[src/fesc_defines.svh]
// constants for the flash erase-suspend command controller
`ifndef FESC_DEFINES_SVH
`define FESC_DEFINES_SVH

// clock, bus-cycle and suspend timing
`define FESC_CLK_MHZ         25
`define FESC_T_SETUP_NS      40
`define FESC_T_PULSE_NS      80
`define FESC_T_SUSPEND_US    20

// flash pin widths
`define FESC_AW              18
`define FESC_DW              16

// register byte offsets on the wishbone side
`define FESC_REG_CMD         8'h00
`define FESC_REG_ADDR        8'h04
`define FESC_REG_WDATA       8'h08
`define FESC_REG_RDATA       8'h0c
`define FESC_REG_STATUS      8'h10

// status register bit positions
`define FESC_ST_BUSY         0
`define FESC_ST_SUSP         1
`define FESC_ST_TMO          2
`define FESC_ST_BYPASS       3
`define FESC_ST_AUTOSEL      4

// command field of the cmd register
`define FESC_CMD_LSB         0
`define FESC_CMD_MSB         3

// unlock addresses and command data
`define FESC_UNLOCK1_ADDR    11'h555
`define FESC_UNLOCK2_ADDR    11'h2aa
`define FESC_UNLOCK1_DATA    8'haa
`define FESC_UNLOCK2_DATA    8'h55
`define FESC_D_RESET         8'hf0
`define FESC_D_AUTOSEL       8'h90
`define FESC_D_PROGRAM       8'ha0
`define FESC_D_BYPASS        8'h20
`define FESC_D_BYP_EXIT1     8'h90
`define FESC_D_BYP_EXIT2     8'h00
`define FESC_D_ERASE_SETUP   8'h80
`define FESC_D_SECT_ERASE    8'h30
`define FESC_D_SUSPEND       8'hb0
`define FESC_D_RESUME        8'h30

// status bit position on the flash data lines
`define FESC_TMO_BIT         5

`endif

[src/fesc_pkg.sv]
// types shared by the flash erase-suspend command controller
package fesc_pkg;

  // software-visible command codes
  typedef enum logic [3:0] {
    FESC_OP_READ    = 4'h0,
    FESC_OP_RESET   = 4'h1,
    FESC_OP_AUTOSEL = 4'h2,
    FESC_OP_PROGRAM = 4'h3,
    FESC_OP_BYP_ENT = 4'h4,
    FESC_OP_BYP_PRG = 4'h5,
    FESC_OP_BYP_EXT = 4'h6,
    FESC_OP_SE      = 4'h7,
    FESC_OP_SUSPEND = 4'h8,
    FESC_OP_RESUME  = 4'h9
  } fesc_op_e;

  // sequencer states
  typedef enum logic [1:0] {
    FESC_ST_IDLE = 2'b00,
    FESC_ST_RUN  = 2'b01,
    FESC_ST_WAIT = 2'b10
  } fesc_state_e;

  // one bus cycle of a command sequence
  typedef struct packed {
    logic        rd;
    logic        use_tgt;
    logic        use_wdata;
    logic        last;
    logic [10:0] addr;
    logic [7:0]  data;
  } fesc_step_s;

  // request handed to the bus-cycle engine
  typedef struct packed {
    logic        rd;
    logic [17:0] addr;
    logic [15:0] data;
  } fesc_req_s;

endpackage : fesc_pkg

[src/fesc_wait.sv]
// down-counter that signals the end of a fixed wait
`include "fesc_defines.svh"

module fesc_wait #(
  parameter int CYCLES = 1
) (
  // clock and reset
  input  wire logic clk_i,
  input  wire logic rst_i,
  // control
  input  wire logic start_i,
  output logic      done_o
);

  localparam int CW = $clog2(CYCLES + 1);

  logic [CW-1:0] cnt_r;
  logic          run_r;

  // load on start, pulse done when the count runs out
  always_ff @(posedge clk_i) begin
    if (rst_i) begin
      cnt_r  <= '0;
      run_r  <= 1'b0;
      done_o <= 1'b0;
    end else begin
      done_o <= 1'b0;
      if (start_i) begin
        cnt_r <= CW'(CYCLES);
        run_r <= 1'b1;
      end else if (run_r) begin
        if (cnt_r <= CW'(1)) begin
          run_r  <= 1'b0;
          done_o <= 1'b1;
        end
        cnt_r <= cnt_r - CW'(1);
      end
    end
  end

endmodule : fesc_wait

[src/fesc_bus_cycle.sv]
// one asynchronous flash bus cycle, read or write, from registered pins
`include "fesc_defines.svh"

module fesc_bus_cycle (
  // clock and reset
  input  wire logic                 clk_i,
  input  wire logic                 rst_i,
  // request side
  input  wire logic                 start_i,
  input  wire fesc_pkg::fesc_req_s  req_i,
  output logic                      done_o,
  output logic [`FESC_DW-1:0]       rdata_o,
  // flash pins
  output logic [`FESC_AW-1:0]       fl_addr_o,
  output logic [`FESC_DW-1:0]       fl_dq_o,
  output logic                      fl_dq_oe_o,
  input  wire logic [`FESC_DW-1:0]  fl_dq_i,
  output logic                      fl_ce_n_o,
  output logic                      fl_we_n_o,
  output logic                      fl_oe_n_o
);

  localparam int SETUP = (`FESC_T_SETUP_NS * `FESC_CLK_MHZ + 999) / 1000;
  localparam int PULSE = (`FESC_T_PULSE_NS * `FESC_CLK_MHZ + 999) / 1000;
  localparam int TOTAL = SETUP + PULSE;

  logic [3:0] ph_r;
  logic       act_r;
  logic       rd_r;

  // phase counter: setup with chip select low, then the strobe pulse
  always_ff @(posedge clk_i) begin
    if (rst_i) begin
      ph_r  <= 4'h0;
      act_r <= 1'b0;
      rd_r  <= 1'b0;
    end else if (start_i && !act_r) begin
      ph_r  <= 4'h0;
      act_r <= 1'b1;
      rd_r  <= req_i.rd;
    end else if (act_r) begin
      ph_r <= ph_r + 4'h1;
      if (ph_r == 4'(TOTAL)) begin
        act_r <= 1'b0;
      end
    end
  end

  // pins; device latches address on strobe fall, data on strobe rise
  always_ff @(posedge clk_i) begin
    if (rst_i) begin
      fl_addr_o  <= '0;
      fl_dq_o    <= '0;
      fl_dq_oe_o <= 1'b0;
      fl_ce_n_o  <= 1'b1;
      fl_we_n_o  <= 1'b1;
      fl_oe_n_o  <= 1'b1;
    end else if (start_i && !act_r) begin
      fl_addr_o  <= req_i.addr;
      fl_dq_o    <= req_i.data;
      fl_dq_oe_o <= !req_i.rd;
      fl_ce_n_o  <= 1'b0;
    end else if (act_r) begin
      if (ph_r == 4'(SETUP - 1)) begin
        fl_we_n_o <= rd_r;
        fl_oe_n_o <= !rd_r;
      end else if (ph_r == 4'(TOTAL - 1)) begin
        fl_we_n_o <= 1'b1; // data held past the rising strobe
        fl_oe_n_o <= 1'b1;
      end else if (ph_r == 4'(TOTAL)) begin
        fl_ce_n_o  <= 1'b1;
        fl_dq_oe_o <= 1'b0;
      end
    end
  end

  // read data sampled in the last strobe cycle, done on release
  always_ff @(posedge clk_i) begin
    if (rst_i) begin
      rdata_o <= '0;
      done_o  <= 1'b0;
    end else begin
      done_o <= act_r && (ph_r == 4'(TOTAL));
      if (act_r && rd_r && ph_r == 4'(TOTAL - 1)) begin
        rdata_o <= fl_dq_i;
      end
    end
  end

endmodule : fesc_bus_cycle

[src/fesc_ctrl.sv]
// host-side command sequencer for a parallel nor flash, wishbone controlled
`include "fesc_defines.svh"

// Contract
// - wait 20 us after suspend
// - suspend is one write of b0
// - resume is one write of 30
// - array read is single read cycle
// - reset f0 leaves autoselect, timeout error
// - all command cycles are writes
// - top six address bits select sector
// - program: aa/555, 55/2aa, a0/555, data
// - bypass entered with unlock then 20
// - bypass left with 90 then 00
module fesc_ctrl (
  // clock and reset
  input  wire logic                clk_i,
  input  wire logic                rst_i,
  // wishbone slave
  input  wire logic                cyc_i,
  input  wire logic                stb_i,
  input  wire logic                we_i,
  input  wire logic [7:0]          adr_i,
  input  wire logic [3:0]          sel_i,
  input  wire logic [31:0]         dat_i,
  output logic [31:0]              dat_o,
  output logic                     ack_o,
  // flash pins
  output logic [`FESC_AW-1:0]      fl_addr_o,
  output logic [`FESC_DW-1:0]      fl_dq_o,
  output logic                     fl_dq_oe_o,
  input  wire logic [`FESC_DW-1:0] fl_dq_i,
  output logic                     fl_ce_n_o,
  output logic                     fl_we_n_o,
  output logic                     fl_oe_n_o
);

  // worst-case suspend latency in clock cycles; a window suspend needs less,
  // but the host cannot tell the two apart, so it always waits the full time
  localparam int SUSP_CYC = `FESC_T_SUSPEND_US * `FESC_CLK_MHZ;

  // sequencer state and the operands of the running command
  fesc_pkg::fesc_op_e    op_r;
  fesc_pkg::fesc_state_e state_r;
  fesc_pkg::fesc_step_s  step;
  fesc_pkg::fesc_req_s   req;
  logic [2:0]            idx_r;
  logic [`FESC_AW-1:0]   addr_r;
  logic [`FESC_DW-1:0]   wdata_r;
  logic [`FESC_DW-1:0]   rdata_r;
  logic [`FESC_DW-1:0]   bc_rdata;
  logic                  bc_start_r;
  logic                  bc_done;
  logic                  wait_start_r;
  logic                  wait_done;
  logic                  susp_r;
  logic                  tmo_r;
  logic                  byp_r;
  logic                  autosel_r;
  logic                  wb_req;
  logic                  cmd_wr;

  // one bus cycle of each command sequence, word mode
  // index i counts bus cycles from zero; last marks the final one
  function automatic fesc_pkg::fesc_step_s step_of(input fesc_pkg::fesc_op_e op,
                                                   input logic [2:0] i);
    fesc_pkg::fesc_step_s s;
    logic [7:0]           cmd;
    logic                 erase;
    s    = '0;
    cmd  = `FESC_D_RESET;
    erase = (op == fesc_pkg::FESC_OP_SE);
    case (op)
      fesc_pkg::FESC_OP_AUTOSEL: cmd = `FESC_D_AUTOSEL;
      fesc_pkg::FESC_OP_PROGRAM: cmd = `FESC_D_PROGRAM;
      fesc_pkg::FESC_OP_BYP_ENT: cmd = `FESC_D_BYPASS;
      default:                   cmd = `FESC_D_ERASE_SETUP;
    endcase
    case (op)
      fesc_pkg::FESC_OP_READ: begin
        s.rd      = 1'b1;
        s.use_tgt = 1'b1;
        s.last    = 1'b1;
      end
      fesc_pkg::FESC_OP_RESET: begin
        s.data = `FESC_D_RESET;
        s.last = 1'b1;
      end
      fesc_pkg::FESC_OP_SUSPEND: begin
        s.data = `FESC_D_SUSPEND;
        s.last = 1'b1;
      end
      fesc_pkg::FESC_OP_RESUME: begin
        s.data = `FESC_D_RESUME;
        s.last = 1'b1;
      end
      fesc_pkg::FESC_OP_BYP_PRG: begin
        if (i == 3'd0) begin
          s.data = `FESC_D_PROGRAM;
        end else begin
          s.use_tgt   = 1'b1;
          s.use_wdata = 1'b1;
          s.last      = 1'b1;
        end
      end
      fesc_pkg::FESC_OP_BYP_EXT: begin
        s.data = (i == 3'd0) ? `FESC_D_BYP_EXIT1 : `FESC_D_BYP_EXIT2;
        s.last = (i != 3'd0);
      end
      default: begin
        // unlock pair, then command; only sector erase repeats the pair,
        // so the fourth cycle of program and autoselect is the target access
        if (i == 3'd0 || (erase && i == 3'd3)) begin
          s.addr = `FESC_UNLOCK1_ADDR;
          s.data = `FESC_UNLOCK1_DATA;
        end else if (i == 3'd1 || (erase && i == 3'd4)) begin
          s.addr = `FESC_UNLOCK2_ADDR;
          s.data = `FESC_UNLOCK2_DATA;
        end else if (i == 3'd2) begin
          s.addr = `FESC_UNLOCK1_ADDR;
          s.data = cmd;
          s.last = (op == fesc_pkg::FESC_OP_BYP_ENT);
        end else if (op == fesc_pkg::FESC_OP_AUTOSEL) begin
          s.rd      = 1'b1;
          s.use_tgt = 1'b1;
          s.last    = 1'b1;
        end else if (op == fesc_pkg::FESC_OP_PROGRAM) begin
          s.use_tgt   = 1'b1;
          s.use_wdata = 1'b1;
          s.last      = 1'b1;
        end else begin
          s.use_tgt = 1'b1;
          s.data    = `FESC_D_SECT_ERASE;
          s.last    = 1'b1;
        end
      end
    endcase
    return s;
  endfunction : step_of

  // current step turned into a pin-level request; upper bits zero
  // unlock and command cycles drive zero on the bits the device ignores,
  // only target accesses carry the full address, and only program targets carry the full data word
  always_comb begin
    step      = step_of(op_r, idx_r);
    req.rd    = step.rd;
    req.addr  = step.use_tgt ? addr_r : {7'h00, step.addr};
    req.data  = step.use_wdata ? wdata_r : {8'h00, step.data};
  end

  // a request is taken once; the ack cycle itself is not a new request
  assign wb_req = cyc_i && stb_i && !ack_o;
  assign cmd_wr = wb_req && we_i && sel_i[0] && adr_i == `FESC_REG_CMD;

  // wishbone answer one cycle after the request, dropped the next
  // ack straight from a flip-flop costs one wait state per access
  always_ff @(posedge clk_i) begin
    if (rst_i) begin
      ack_o <= 1'b0;
      dat_o <= 32'h0000_0000;
    end else begin
      ack_o <= wb_req;
      dat_o <= 32'h0000_0000;
      if (wb_req && !we_i) begin
        if (adr_i == `FESC_REG_CMD) begin
          dat_o <= {28'h000_0000, op_r};
        end else if (adr_i == `FESC_REG_ADDR) begin
          dat_o <= {14'h0000, addr_r};
        end else if (adr_i == `FESC_REG_WDATA) begin
          dat_o <= {16'h0000, wdata_r};
        end else if (adr_i == `FESC_REG_RDATA) begin
          dat_o <= {16'h0000, rdata_r};
        end else if (adr_i == `FESC_REG_STATUS) begin
          dat_o[`FESC_ST_BUSY]    <= state_r != fesc_pkg::FESC_ST_IDLE;
          dat_o[`FESC_ST_SUSP]    <= susp_r;
          dat_o[`FESC_ST_TMO]     <= tmo_r;
          dat_o[`FESC_ST_BYPASS]  <= byp_r;
          dat_o[`FESC_ST_AUTOSEL] <= autosel_r;
        end
      end
    end
  end

  // address and write-data registers, frozen while a sequence runs
  // writes while busy are acked but dropped, so a running target never moves
  always_ff @(posedge clk_i) begin
    if (rst_i) begin
      addr_r  <= '0;
      wdata_r <= '0;
    end else if (wb_req && we_i && state_r == fesc_pkg::FESC_ST_IDLE) begin
      if (adr_i == `FESC_REG_ADDR) begin
        addr_r <= dat_i[`FESC_AW-1:0];
      end else if (adr_i == `FESC_REG_WDATA) begin
        wdata_r <= dat_i[`FESC_DW-1:0];
      end
    end
  end

  // sequencer: steps through bus cycles, then the suspend wait
  // a command written while busy is acked and lost; software polls busy first
  // only a suspend ends in the wait state, every other command returns to idle
  always_ff @(posedge clk_i) begin
    if (rst_i) begin
      state_r      <= fesc_pkg::FESC_ST_IDLE;
      op_r         <= fesc_pkg::FESC_OP_READ;
      idx_r        <= 3'd0;
      bc_start_r   <= 1'b0;
      wait_start_r <= 1'b0;
    end else begin
      bc_start_r   <= 1'b0;
      wait_start_r <= 1'b0;
      case (state_r)
        fesc_pkg::FESC_ST_IDLE: begin
          // commands written while busy are dropped
          if (cmd_wr) begin
            op_r       <= fesc_pkg::fesc_op_e'(dat_i[`FESC_CMD_MSB:`FESC_CMD_LSB]);
            idx_r      <= 3'd0;
            bc_start_r <= 1'b1;
            state_r    <= fesc_pkg::FESC_ST_RUN;
          end
        end
        fesc_pkg::FESC_ST_RUN: begin
          if (bc_done) begin
            if (!step.last) begin
              // next step starts after done, leaving a two-clock gap
              idx_r      <= idx_r + 3'd1;
              bc_start_r <= 1'b1;
            end else if (op_r == fesc_pkg::FESC_OP_SUSPEND) begin
              wait_start_r <= 1'b1;
              state_r      <= fesc_pkg::FESC_ST_WAIT;
            end else begin
              state_r <= fesc_pkg::FESC_ST_IDLE;
            end
          end
        end
        fesc_pkg::FESC_ST_WAIT: begin
          // worst-case suspend latency; a window suspend is quicker
          if (wait_done) begin
            state_r <= fesc_pkg::FESC_ST_IDLE;
          end
        end
        default: begin
          state_r <= fesc_pkg::FESC_ST_IDLE;
        end
      endcase
    end
  end

  // read result and timeout-error bit seen on status reads
  // the timeout bit means something only on status reads; reset clears it
  always_ff @(posedge clk_i) begin
    if (rst_i) begin
      rdata_r <= '0;
      tmo_r   <= 1'b0;
    end else if (bc_done && step.rd) begin
      rdata_r <= bc_rdata;
      tmo_r   <= bc_rdata[`FESC_TMO_BIT];
    end else if (bc_done && op_r == fesc_pkg::FESC_OP_RESET) begin
      tmo_r <= 1'b0;
    end
  end

  // mode tracking of the device as seen from the host
  // flags follow the commands sent, not the device's answers: a suspend sent
  // outside a sector erase still sets the flag, though the device ignores it;
  // reset leaves the suspended flag alone, since the erase is still held
  always_ff @(posedge clk_i) begin
    if (rst_i) begin
      susp_r    <= 1'b0;
      byp_r     <= 1'b0;
      autosel_r <= 1'b0;
    end else begin
      if (state_r == fesc_pkg::FESC_ST_WAIT && wait_done) begin
        susp_r <= 1'b1;
      end
      if (bc_done && step.last) begin
        case (op_r)
          fesc_pkg::FESC_OP_RESUME: begin
            susp_r <= 1'b0;
          end
          fesc_pkg::FESC_OP_AUTOSEL: begin
            autosel_r <= 1'b1;
          end
          fesc_pkg::FESC_OP_RESET: begin
            autosel_r <= 1'b0;
          end
          fesc_pkg::FESC_OP_BYP_ENT: begin
            byp_r <= 1'b1;
          end
          fesc_pkg::FESC_OP_BYP_EXT: begin
            byp_r <= 1'b0;
          end
          default: begin
            byp_r <= byp_r;
          end
        endcase
      end
    end
  end

  // pin-level engine; strobe timing lives there
  // one request at a time; the next start waits for done
  fesc_bus_cycle u_cycle (
    .clk_i      (clk_i),
    .rst_i      (rst_i),
    .start_i    (bc_start_r),
    .req_i      (req),
    .done_o     (bc_done),
    .rdata_o    (bc_rdata),
    .fl_addr_o  (fl_addr_o),
    .fl_dq_o    (fl_dq_o),
    .fl_dq_oe_o (fl_dq_oe_o),
    .fl_dq_i    (fl_dq_i),
    .fl_ce_n_o  (fl_ce_n_o),
    .fl_we_n_o  (fl_we_n_o),
    .fl_oe_n_o  (fl_oe_n_o)
  );

  // suspend latency timer
  // restarted by each suspend; nothing else uses it
  fesc_wait #(
    .CYCLES (SUSP_CYC)
  ) u_wait (
    .clk_i   (clk_i),
    .rst_i   (rst_i),
    .start_i (wait_start_r),
    .done_o  (wait_done)
  );

endmodule : fesc_ctrl

[config.mk]
export PLATFORM = sky130hd
export DESIGN_NAME = fesc_ctrl
export DESIGN_NICKNAME = d
export VERILOG_FILES = /design/src/fesc_pkg.sv /design/src/fesc_wait.sv /design/src/fesc_bus_cycle.sv /design/src/fesc_ctrl.sv
export VERILOG_INCLUDE_DIRS = /design/src
export SDC_FILE = /design/constraint.sdc
export NUM_CORES = 1
export LEC_CHECK = 0
export BUFFER_PORTS_ARGS = -buffer_cell sky130_fd_sc_hd__buf_2
export CORE_MARGIN = 3
export CORE_UTILIZATION = 55
export DETAILED_ROUTE_END_ITERATION = 16
export PLACE_DENSITY = 0.92
export SYNTH_ARGS = -nofsm -noshare
export SYNTH_HDL_FRONTEND = slang
export SYNTH_SLANG_ARGS = --single-unit
[constraint.sdc]
create_clock -name clk_i -period 3 [get_ports clk_i]
set_input_delay 0.45 -clock clk_i [delete_from_list [all_inputs] [get_ports clk_i]]
set_output_delay 0.45 -clock clk_i [all_outputs]
set_load 0.02 [all_outputs]
# Yosys cells after proc, flatten, opt, wreduce, memory -nomap -nowiden
# Index checks and enable logic that the tools add are counted.
[totals] output_inout_bits=71 elab_cells=205 register_bits=170
[classes] n_mux=75 addsub=3 eq_ne=28 reduce_logical=60 n_bitwise=7 order_cmp=1
[op_table] op="8-bit case mux with 6 select lines" count=1
[op_table] op="19-bit 2-to-1 mux" count=2
[op_table] op="18-bit 2-to-1 mux" count=2
[op_table] op="1-bit 2-to-1 mux" count=33
[op_table] op="11-bit 2-to-1 mux" count=3
[op_table] op="16-bit 2-to-1 mux" count=2
[op_table] op="8-bit 2-to-1 mux" count=3
[op_table] op="8-bit case mux with 3 select lines" count=1
[op_table] op="9-bit 2-to-1 mux" count=2
[op_table] op="2-bit nonzero test" count=9
[op_table] op="1-bit logical AND" count=17
[op_table] op="4-bit by 2-bit == test with 1-bit output (second input constant)" count=4
[op_table] op="4-bit by 3-bit == test with 1-bit output (second input constant)" count=4
[op_table] op="8-bit by 4-bit == test with 1-bit output (second input constant)" count=2
[op_table] op="3-bit 2-to-1 mux" count=5
[op_table] op="5-bit OR reduction" count=3
[op_table] op="4-bit 2-to-1 mux" count=3
[op_table] op="6-bit 2-to-1 mux" count=2
[op_table] op="4-bit AND reduction" count=3
[op_table] op="4-bit OR reduction" count=3
[op_table] op="2-bit 2-to-1 mux" count=5
[op_table] op="5-bit 2-to-1 mux" count=2
[op_table] op="1-bit case mux with 2 select lines" count=5
[op_table] op="9-bit by 1-bit less-or-equal comparator with 1-bit output (second input constant)" count=1
[op_table] op="30 further kinds" count=57

# Longest topological paths before layout
# Gate-level depths: netlist of run 1.
[logic_depth] depth_word=10 mapped_depth=10 ltp_nobuf=7

# Cells and area by module
# A second synthesis of run 1 with hierarchy kept.
[hier_totals] cells_unflattened=802 area_unflattened_um2=7315.8
[by_module_without_submodules] module="fesc_ctrl" seq_area_each_um2=1681.6 cells_per_inst=474 area_each_um2=4327.9 instances=1
[by_module_without_submodules] module="fesc_bus_cycle" seq_area_each_um2=1221.2 cells_per_inst=271 area_each_um2=2403.6 instances=1
[by_module_without_submodules] module="fesc_wait" seq_area_each_um2=220.2 cells_per_inst=57 area_each_um2=584.3 instances=1

# Worst setup path after synthesis of run 1
# No wires, ideal clock.
[synth_timing] path_type="reg-to-reg" from="register idx_r[0]" to="register rdata_r[10]" n_path_buf=3 stages_incl_launch_ff=11 arrival_time_ns=1.953 synth_period_minus_slack_ns=2.081 setup_slack_ns=0.919 cell_sequence="dfxtp_1 inv_1 ha_1 clkbuf_1 nor3_1 nor2_1 a211oi_1 buf_2 buf_4 mux2i_1 nor2_1"
[synth_via] elab_chain_len=7 elab_cells_between_ends=14
[synth_lines] element="start, declared" line="fesc_ctrl.sv:47" text="logic [2:0] idx_r;"
[synth_lines] element="start signal, assigned" line="fesc_ctrl.sv:226" text="idx_r <= idx_r + 3'd1;"
[synth_lines] element="3-bit == test" line="fesc_ctrl.sv:116" text="end else if (i == 3'd1 || (erase && i == 3'd4)) begin"
[synth_lines] element="1-bit logical AND" line="fesc_ctrl.sv:116"
[synth_lines] element="1-bit logical OR" line="fesc_ctrl.sv:116"
[synth_lines] element="4-bit 2-to-1 mux" line="fesc_ctrl.sv:116"
[synth_lines] element="4-bit 2-to-1 mux (*)" line="fesc_ctrl.sv:113" text="if (i == 3'd0 || (erase && i == 3'd3)) begin"
[synth_lines] element="1-bit case mux with 2 select lines (*)" line="fesc_ctrl.sv:79" text="case (op)"
[synth_lines] element="1-bit logical AND (*)" line="fesc_ctrl.sv:255" text="end else if (bc_done && step.rd) begin"
[synth_lines] element="end signal, assigned" line="fesc_ctrl.sv:256" text="rdata_r <= bc_rdata;"
[synth_lines] element="end, declared" line="fesc_ctrl.sv:50" text="logic [`FESC_DW-1:0] rdata_r;"
# Every way passes the cells marked *; elsewhere a longest branch is shown, timed or not.
# A chain may end at the register's enable or synchronous reset.

# Final worst setup path of run 1
[layout_timing] from="register op_r[1]" to="register u_cycle.fl_dq_o[10]"
[layout_via] elab_chain_len=8 elab_cells_between_ends=21
[layout_lines] element="start, declared" line="fesc_ctrl.sv:43" text="fesc_pkg::fesc_op_e op_r;"
[layout_lines] element="start signal, assigned" line="fesc_ctrl.sv:205" text="op_r <= fesc_pkg::FESC_OP_READ;"
[layout_lines] element="start signal, assigned" line="fesc_ctrl.sv:216" text="op_r <= fesc_pkg::fesc_op_e'(dat_i[`FESC_CMD_MSB:`FESC_CMD_LSB]);"
[layout_lines] element="4-bit by 2-bit == test with 1-bit output" line="fesc_ctrl.sv:127" text="end else if (op == fesc_pkg::FESC_OP_PROGRAM) begin"
[layout_lines] element="1-bit 2-to-1 mux" line="fesc_ctrl.sv:127"
[layout_lines] element="1-bit 2-to-1 mux" line="fesc_ctrl.sv:123" text="end else if (op == fesc_pkg::FESC_OP_AUTOSEL) begin"
[layout_lines] element="3-bit 2-to-1 mux" line="fesc_ctrl.sv:119" text="end else if (i == 3'd2) begin"
[layout_lines] element="4-bit 2-to-1 mux" line="fesc_ctrl.sv:116"
[layout_lines] element="4-bit 2-to-1 mux" line="fesc_ctrl.sv:113"
[layout_lines] element="1-bit case mux with 2 select lines (*)" line="fesc_ctrl.sv:79"
[layout_lines] element="16-bit 2-to-1 mux (*)" line="fesc_ctrl.sv:148" text="req.data = step.use_wdata ? wdata_r : {8'h00, step.data};"
[layout_lines] element="end signal, assigned" line="fesc_bus_cycle.sv:60" text="fl_dq_o <= req_i.data;"
[layout_lines] element="end, declared" line="fesc_bus_cycle.sv:15" text="output logic [`FESC_DW-1:0] fl_dq_o,"
# Marked as above.

==> results by group, run 1 <==
Global route
  – Global route overflow: 0
  – Initial antenna violation count: 0
  – Largest net degree at the start of global routing: 57
  – First-pass GRT wire length: 30240 µm
  – Total track usage: between 20% and 30%
  – Vias in the first global route: ~6000

Final layout
  – Post-route cell area: 8142 µm²
  – Share of layout cells above drive strength 1: 18.37%
  – Layout Nets: 971
  – ANT cells: 0
  – Area Overhead vs Synth: 17.69%
  – Most frequent cells in the layout: dfxtp_1 (156), nor2_1 (139), buf_2 (103), nand2_1 (81), a21oi_1 (58)
  – Post-route core utilization: between 60% and 70%
  – Commonest non-fill, non-tap cell in the layout: dfxtp_1

Setup path
  – Worst path slowest cell: nor3_1
  – Startpoint Class: flop
  – Crit path max-delay family: simple AND/OR/NAND/NOR gates
  – Critical Path RT: 3.35 ns
  – Worst Setup End Kind: flop
  – CP Max Fanout: 14
  – Critical-path cell list: buf_4, xor2_1, nand2_1, nor3_1, a22oi_1, nor2_1
  – CP max stage delay: 0.98 ns
  – Setup CP Type: flop to flop
  – Crit path buf inv count: 1
  – Worst path arrival time: 2.86 ns

Drt
  – DRC viols: 0
  – DR pass1 iterations: 6
  – WL final: between 15000 and 20000 µm
  – Iter 0 DRT Violations: around 740
  – Number of antenna-violating nets in the routed design: 0
  – Wire length per cell: 17.83 µm
  – Via count: 6435
  – Vias per cell: 5.975

Place
  – Final Wtd Congestion: 0.9238
  – Post-DP HPWL: 12820 µm
  – IO buf count: around 100
  – Pre-CTS WS: about 0.63 ns
  – Placed Area: 7501 µm²

Power and ir drop
  – Clock share of power: around half
  – Power share of the sequential group: 45.7%
  – Combinational Power Share: 3.1%
  – PD cells: 557.3 nW/µm²
  – Sw Share: 21.28%
  – Psw: 0.9656 mW
  – Pint: 3.572 mW
  – Leak Pwr: 3.286 nW
  – Maximum vdd drop: about 0.00036 V

Floorplanning
  – Starting density of the core: 56.88%
  – Floorplan Core Area: 12160 µm²
  – Chip height: 118.2 µm
  – Die width: 118.2 µm
  – Die area: ~14000 µm²
  – Site row count: 40
  – Ports: ~140

Timing
  – Tmin final: 2.504 ns
  – Slew HR: 14.21%
  – RSZ-0062 raised after global routing: false
  – Clk_skew: 0.01065 ns
  – Worst-Margin Slew: 1.277 ns
  – Fin crit share: 83.46%
  – Count of final hold-check violations: 0
  – Max Slew Vio Count: 0
  – Fin Setup TNS: 0 ns
  – Max Fclk: 399.4 MHz
  – Worst setup margin: 0.4961 ns
  – Final Setup Violations: 0

Hold path
  – Hold WC Path Type: input port to flop

CTS
  – CTS tree: yes
  – Post_cts resized: 0
  – CTS Root Cell: clkbuf_16
  – CTS Hold Buffers Added: 0
  – H-Tree Level Count: 4
  – Post-CTS Setup Bufs: 0
  – CTS max path bufs: 2
  – Worst-skew pair later-pin latency: 0.43 ns
  – CTS clock-pin slew for the worst setup and hold paths: 0.06 ns
  – CTS buffer count: 17
  – Clk sinks: 156

Synth
  – Avg Inst Size Synth: 8.541 µm²
  – Area leader, netlist: dfxtp_1
  – Async S/R FF share, synth: 0%
  – Synthesized area: 6918 µm²
  – Sequential element share of the synthesized area: a little under half
  – Top FF cell, synth: dfxtp_1
  – Yosys cell types: 64
  – Yosys warnings: 0
  – Ranking of synthesized cells by area: dfxtp_1 (45%), mux2i_1 (8.1%), nor2_1 (7.5%)
  – Synth top area share: 45.14%
  – Number of synthesized register bits: 156
  – Mapped Cells: 810
  – Number of flops mapped to enable cells by yosys: 0

Flow run
  – Max-cap viol count: 0

Outcome
  – Status: finished, final reports clean
==> final timing paths <==
| path | from | slack [ns] | endpoint | cells past startpoint |
|---|---|---|---|---|
| setup / recovery | op_r[1]$_SDFFE_PP0P_ | 0.50 | u_cycle.fl_dq_o[10]$_SDFFE_PP0P_ | 6 |
| hold / removal | fl_dq_i[15] | 0.26 | u_cycle.rdata_o[15]$_SDFFE_PP0P_ | 3 |
| setup reg to reg | op_r[1]$_SDFFE_PP0P_ | 0.50 | u_cycle.fl_dq_o[10]$_SDFFE_PP0P_ | 6 |
| hold reg to reg | u_cycle.rdata_o[15]$_SDFFE_PP0P_ | 0.46 | u_cycle.rdata_o[15]$_SDFFE_PP0P_ | 2 |
==> state kept, by name, summed over array words and instances (netlist names), 2 cells and up <==
signal	cells
addr_r	18
dat_o	18
idx_r	3
op_r	4
rdata_r	16
state_r	2
u_cycle.fl_addr_o	18
u_cycle.fl_dq_o	16
u_cycle.ph_r	4
u_cycle.rdata_o	16
u_wait.cnt_r	9
wdata_r	16
==> cell families after synthesis <==
| logic type | synth area share, % |
|---|---|
| other | 0.05421 |
| DFF | 45.14 |
| adders and majority gates | 1.809 |
| AOI/OAI and AO/OA | 14.52 |
| buffers and inverters | 5.860 |
| muxes | 8.266 |
| and+or+nand+nor | 22.83 |
| xor gates and xnor gates | 1.519 |
==> per-stage QoR <==
| stage | power (mW) | hold WS (ns) | std cells |
|---|---|---|---|
| 2_1_floorplan | 2.212 | 0.4037 | 823 |
| 3_3_place_gp | 2.253 | 0.4428 | 1045 |
| 3_5_place_dp | 2.254 | 0.4496 | 1045 |
| 4_1_cts | 4.542 | 0.2496 | 1077 |
| 5_1_grt | 4.650 | 0.2571 | 1077 |
| 6_report | 4.537 | 0.2624 | 1077 |
==> area by class of cell <==
cell class	instances	area, µm²
clock buffers	21	460.4
clock inverters	11	180.2
fillers	914	4020
inverters	15	56.30
multi-input cells	583	3446
flip-flops and latches	156	3123
well taps	168	210.2
repair buffers	123	665.6
==> power groups by stage <==
stage / combinational [mW] / clock [mW] / sequential [mW]
CTS: 0.135 / 2.33 / 2.07
global placement: 0.132 / 0 / 2.12
global route: 0.148 / 2.43 / 2.07
finish: 0.139 / 2.32 / 2.07
floorplan: 0.0913 / 0 / 2.12
detailed placement: 0.134 / 0 / 2.12
==> cell usage after synthesis (4+ instances only) <==
| cell | number |
|---|---|
| buf_1 | 5 |
| o21ai_0 | 29 |
| a21boi_0 | 4 |
| nor4b_1 | 5 |
| nand3_1 | 22 |
| buf_2 | 12 |
| mux2i_1 | 56 |
| clkbuf_1 | 34 |
| or4_1 | 6 |
| nand2b_1 | 12 |
| o32ai_1 | 15 |
| dfxtp_1 | 156 |
| buf_4 | 16 |
| nor2_1 | 139 |
| nor3_1 | 13 |
| inv_1 | 15 |
| ha_1 | 10 |
| xnor2_1 | 6 |
| nand2_1 | 81 |
| xor2_1 | 6 |
| a31oi_1 | 8 |
| a211oi_1 | 8 |
| a21oi_1 | 58 |
| and3_1 | 6 |
| nand3b_1 | 18 |
| o22ai_1 | 7 |
| nor2b_1 | 5 |
| a22oi_1 | 8 |
==> layer usage <==
metal	vias to the layer above	share of wire, %	track usage, %
met5	-	0	0
met4	0	3.6	13.26
met3	67	9.9	6.364
met2	379	46	41.66
met1	3032	41	35.17
li1	2957	-	-
==> tightest hold or removal path, delay by kind of cell <==
family / cells / cell delay [ns]
AO/OA/AOI/OAI: 1 / 0.05
buffers and inverters: 1 / 0.10
AND/OR/NAND/NOR: 1 / 0.04
(Power assumes the default switching activity.)
==> run 2, diff against run 1 <==
- CORE_UTILIZATION: 55 -> 50
- PLACE_DENSITY: 0.92 -> 0.88
- clock period: 3 -> 2.2 ns (I/O delays scaled with it)
==> run 2 against run 1 <==
  * Total power grew 28%
  * Sequential cell count is the same
  * Cell area up 1.8%
  * Largest power group is now sequential cells
  * Critical endpoint is now rdata_r[1]$_SDFFE_PP0P_
  * Die area grew 9.5%
  * Clock power increased by 19%
  * Sequential share of layout area is 0.63 points lower
==> results by group, run 2 (synthesis results as in run 1) <==
Drt
  – Number of antenna-violating nets in the routed design: 0 (unchanged)
  – Iter 0 DRT Violations: 721 (-2.4%)
  – Via count: 6327 (-1.7%)
  – Wire length per cell: 16.73 µm (-6.2%)
  – WL final: 18470 µm (-3.8%)
  – DRC viols: 0 (unchanged)
  – DR pass1 iterations: 5 (-1)
  – Vias per cell: 5.731 (-4.1%)

Hold path
  – Hold WC Path Type: input port to flop
  – Hold path cells: 2 (-1)

Place
  – IO buf count: 104 (unchanged)
  – Post-DP HPWL: 12810 µm (about the same)
  – Pre-CTS WS: -0.09112 ns (-0.7183 ns)
  – Post-Place Cells: 1072 (+2.6%)
  – Final Wtd Congestion: 0.9688 (+4.9%)
  – Placed Area: 7704 µm² (+2.7%)

Outcome
  – Status: finished, final reports clean

CTS
  – Clk sinks: 156 (unchanged)
  – CTS buffer count: 17 (unchanged)
  – CTS clock-pin slew for the worst setup and hold paths: 0.06 ns (about the same)
  – CTS Hold Buffers Added: 0 (unchanged)
  – CTS Root Cell: clkbuf_16
  – H-Tree Level Count: 4 (unchanged)
  – CTS max path bufs: 2 (unchanged)
  – CTS tree: yes
  – Worst-skew pair later-pin latency: 0.43 ns (about the same)
  – Post-CTS Setup Bufs: 0 (unchanged)

Setup path
  – Crit path max-delay family: buffers and inverters
  – Worst Setup End Kind: flop
  – Critical-path cell list: inv_1, ha_1, buf_4, nor3_1, nor2_1, a211oi_2, buf_12, mux2i_1, nor2_1
  – CP Max Fanout: 18 (+4)
  – Reg2reg path depth: 9 (+3)
  – CP max stage delay: 0.39 ns (-0.59 ns)
  – Worst path slowest cell: dfxtp_1
  – Critical Path RT: 2.49 ns (-0.86 ns)
  – Crit path buf inv count: 3 (+2)
  – Worst path depth: 9 (+3)
  – Startpoint Class: flop
  – Most used cell, CP: nor2_1
  – Worst path arrival time: 2.38 ns (-0.48 ns)
  – Setup CP Type: flop to flop

Power and ir drop
  – Maximum vdd drop: 0.0005188 V (+44%)
  – PD cells: 698.2 nW/µm² (+25%)
  – Leak Pwr: 3.356 nW (+2.1%)

Floorplanning
  – Die width: 123.6 µm (+4.6%)
  – Die area: 15280 µm² (+9.5%)
  – Site row count: 42 (+5.0%)
  – Starting density of the core: 51.62% (-5.3 points)
  – Ports: 136 (unchanged)
  – Chip height: 123.6 µm (+4.6%)
  – Floorplan Core Area: 13400 µm² (+10%)

Timing
  – Max Slew Vio Count: 0 (unchanged)
  – RSZ-0062 raised after global routing: false
  – Slew HR: 55.34% (+41 points)
  – Final Setup Violations: 0 (unchanged)
  – Count of final hold-check violations: 0 (unchanged)
  – Worst setup margin: 0.1028 ns (-0.3933 ns)
  – Worst-Margin Slew: 0.6663 ns (-0.6107 ns)
  – Max Fclk: 476.8 MHz (+19%)
  – Fin crit share: 95.33% (+12 points)
  – Clk_skew: 0.009340 ns (-0.001315 ns)
  – Tmin final: 2.097 ns (-0.4067 ns)

Final layout
  – ANT cells: 0 (unchanged)
  – Layout Nets: 990 (+2.0%)
  – Post-route cell area: 8288 µm² (+1.8%)
  – Commonest non-fill, non-tap cell in the layout: dfxtp_1
  – Share of layout cells above drive strength 1: 20.91% (+2.5 points)
  – Area Overhead vs Synth: 19.80%
  – Storage element area: 3127 µm² (+0.12%)
  – Most frequent cells in the layout: dfxtp_1 (153), nor2_1 (138), buf_2 (103), nand2_1 (81), a21oi_1 (58)
  – Multi-input gate area: 3471 µm² (+0.73%)
  – Largest registers: addr_r: 18 flops, dat_o: 18 flops, u_cycle.fl_addr_o: 18 flops
  – Final Non-Filler Cells: 1104 (+2.5%)
  – Number of fill cells: 1131 (+24%)

Global route
  – Initial antenna violation count: 0 (unchanged)
  – Largest net degree at the start of global routing: 143 (+150%)
  – First-pass GRT wire length: 28500 µm (-5.7%)
  – Total track usage: 24.10% (-2.8 points)
  – Global route overflow: 0 (unchanged)
  – Vias in the first global route: 5749 (-3.7%)

Flow run
  – Max-cap viol count: 0 (unchanged)
## run 2: area by class of cell
cell class	instances	area share, %
repair buffers	142	10.36
flip-flops and latches	156	37.73
inverters	15	0.6793
multi-input cells	583	41.88
well taps	176	2.657
clock buffers	18	5.178
clock inverters	14	1.525
## run 2: through the flow
step	hold slack (ns)	power (mW)	TNS (ns)	utilization [%]
3_5_place_dp	0.4498	3.082	-0.5278	57.49
4_1_cts	0.1003	5.820	0	61.68
3_3_place_gp	0.4449	3.080	0	57.49
5_1_grt	0.09826	5.943	0	61.85
2_1_floorplan	0.4037	3.017	0	-
6_report	0.1227	5.787	0	61.85
## run 2: timing repair
action | CTS | global route
gates resized for setup | 2 | 6
pin swaps | 0 | 0
endpoints found under the setup margin | 12 | 22
## run 2: where the power goes
| part | internal [mW] | switching [mW] | total [mW] |
|---|---|---|---|
| Combinational | 0.0662 | 0.129 | 0.195 |
| Clock | 1.49 | 1.28 | 2.76 |
| Sequential | 2.83 | 0.00214 | 2.83 |
## run 2: layer usage
layer | wire length (µm) | share of wire (%) | global-route usage (%) | up-vias
met5 | 0 | 0 | 0 | -
met4 | 716 | 3.9 | 11.97 | 0
met3 | 1554 | 8.4 | 5.631 | 58
met2 | 8264 | 45 | 35.99 | 291
met1 | 7938 | 43 | 32.72 | 2970
li1 | - | - | - | 3008
## run 2: final timing paths
check,from,to,slack (ns)
min,we_i,dat_o[0]$_SDFF_PP0_,0.12
max,idx_r[1]$_SDFFE_PP0P_,rdata_r[1]$_SDFFE_PP0P_,0.10
min reg2reg,u_cycle.rdata_o[12]$_SDFFE_PP0P_,u_cycle.rdata_o[12]$_SDFFE_PP0P_,0.46
max reg2reg,idx_r[1]$_SDFFE_PP0P_,rdata_r[1]$_SDFFE_PP0P_,0.10
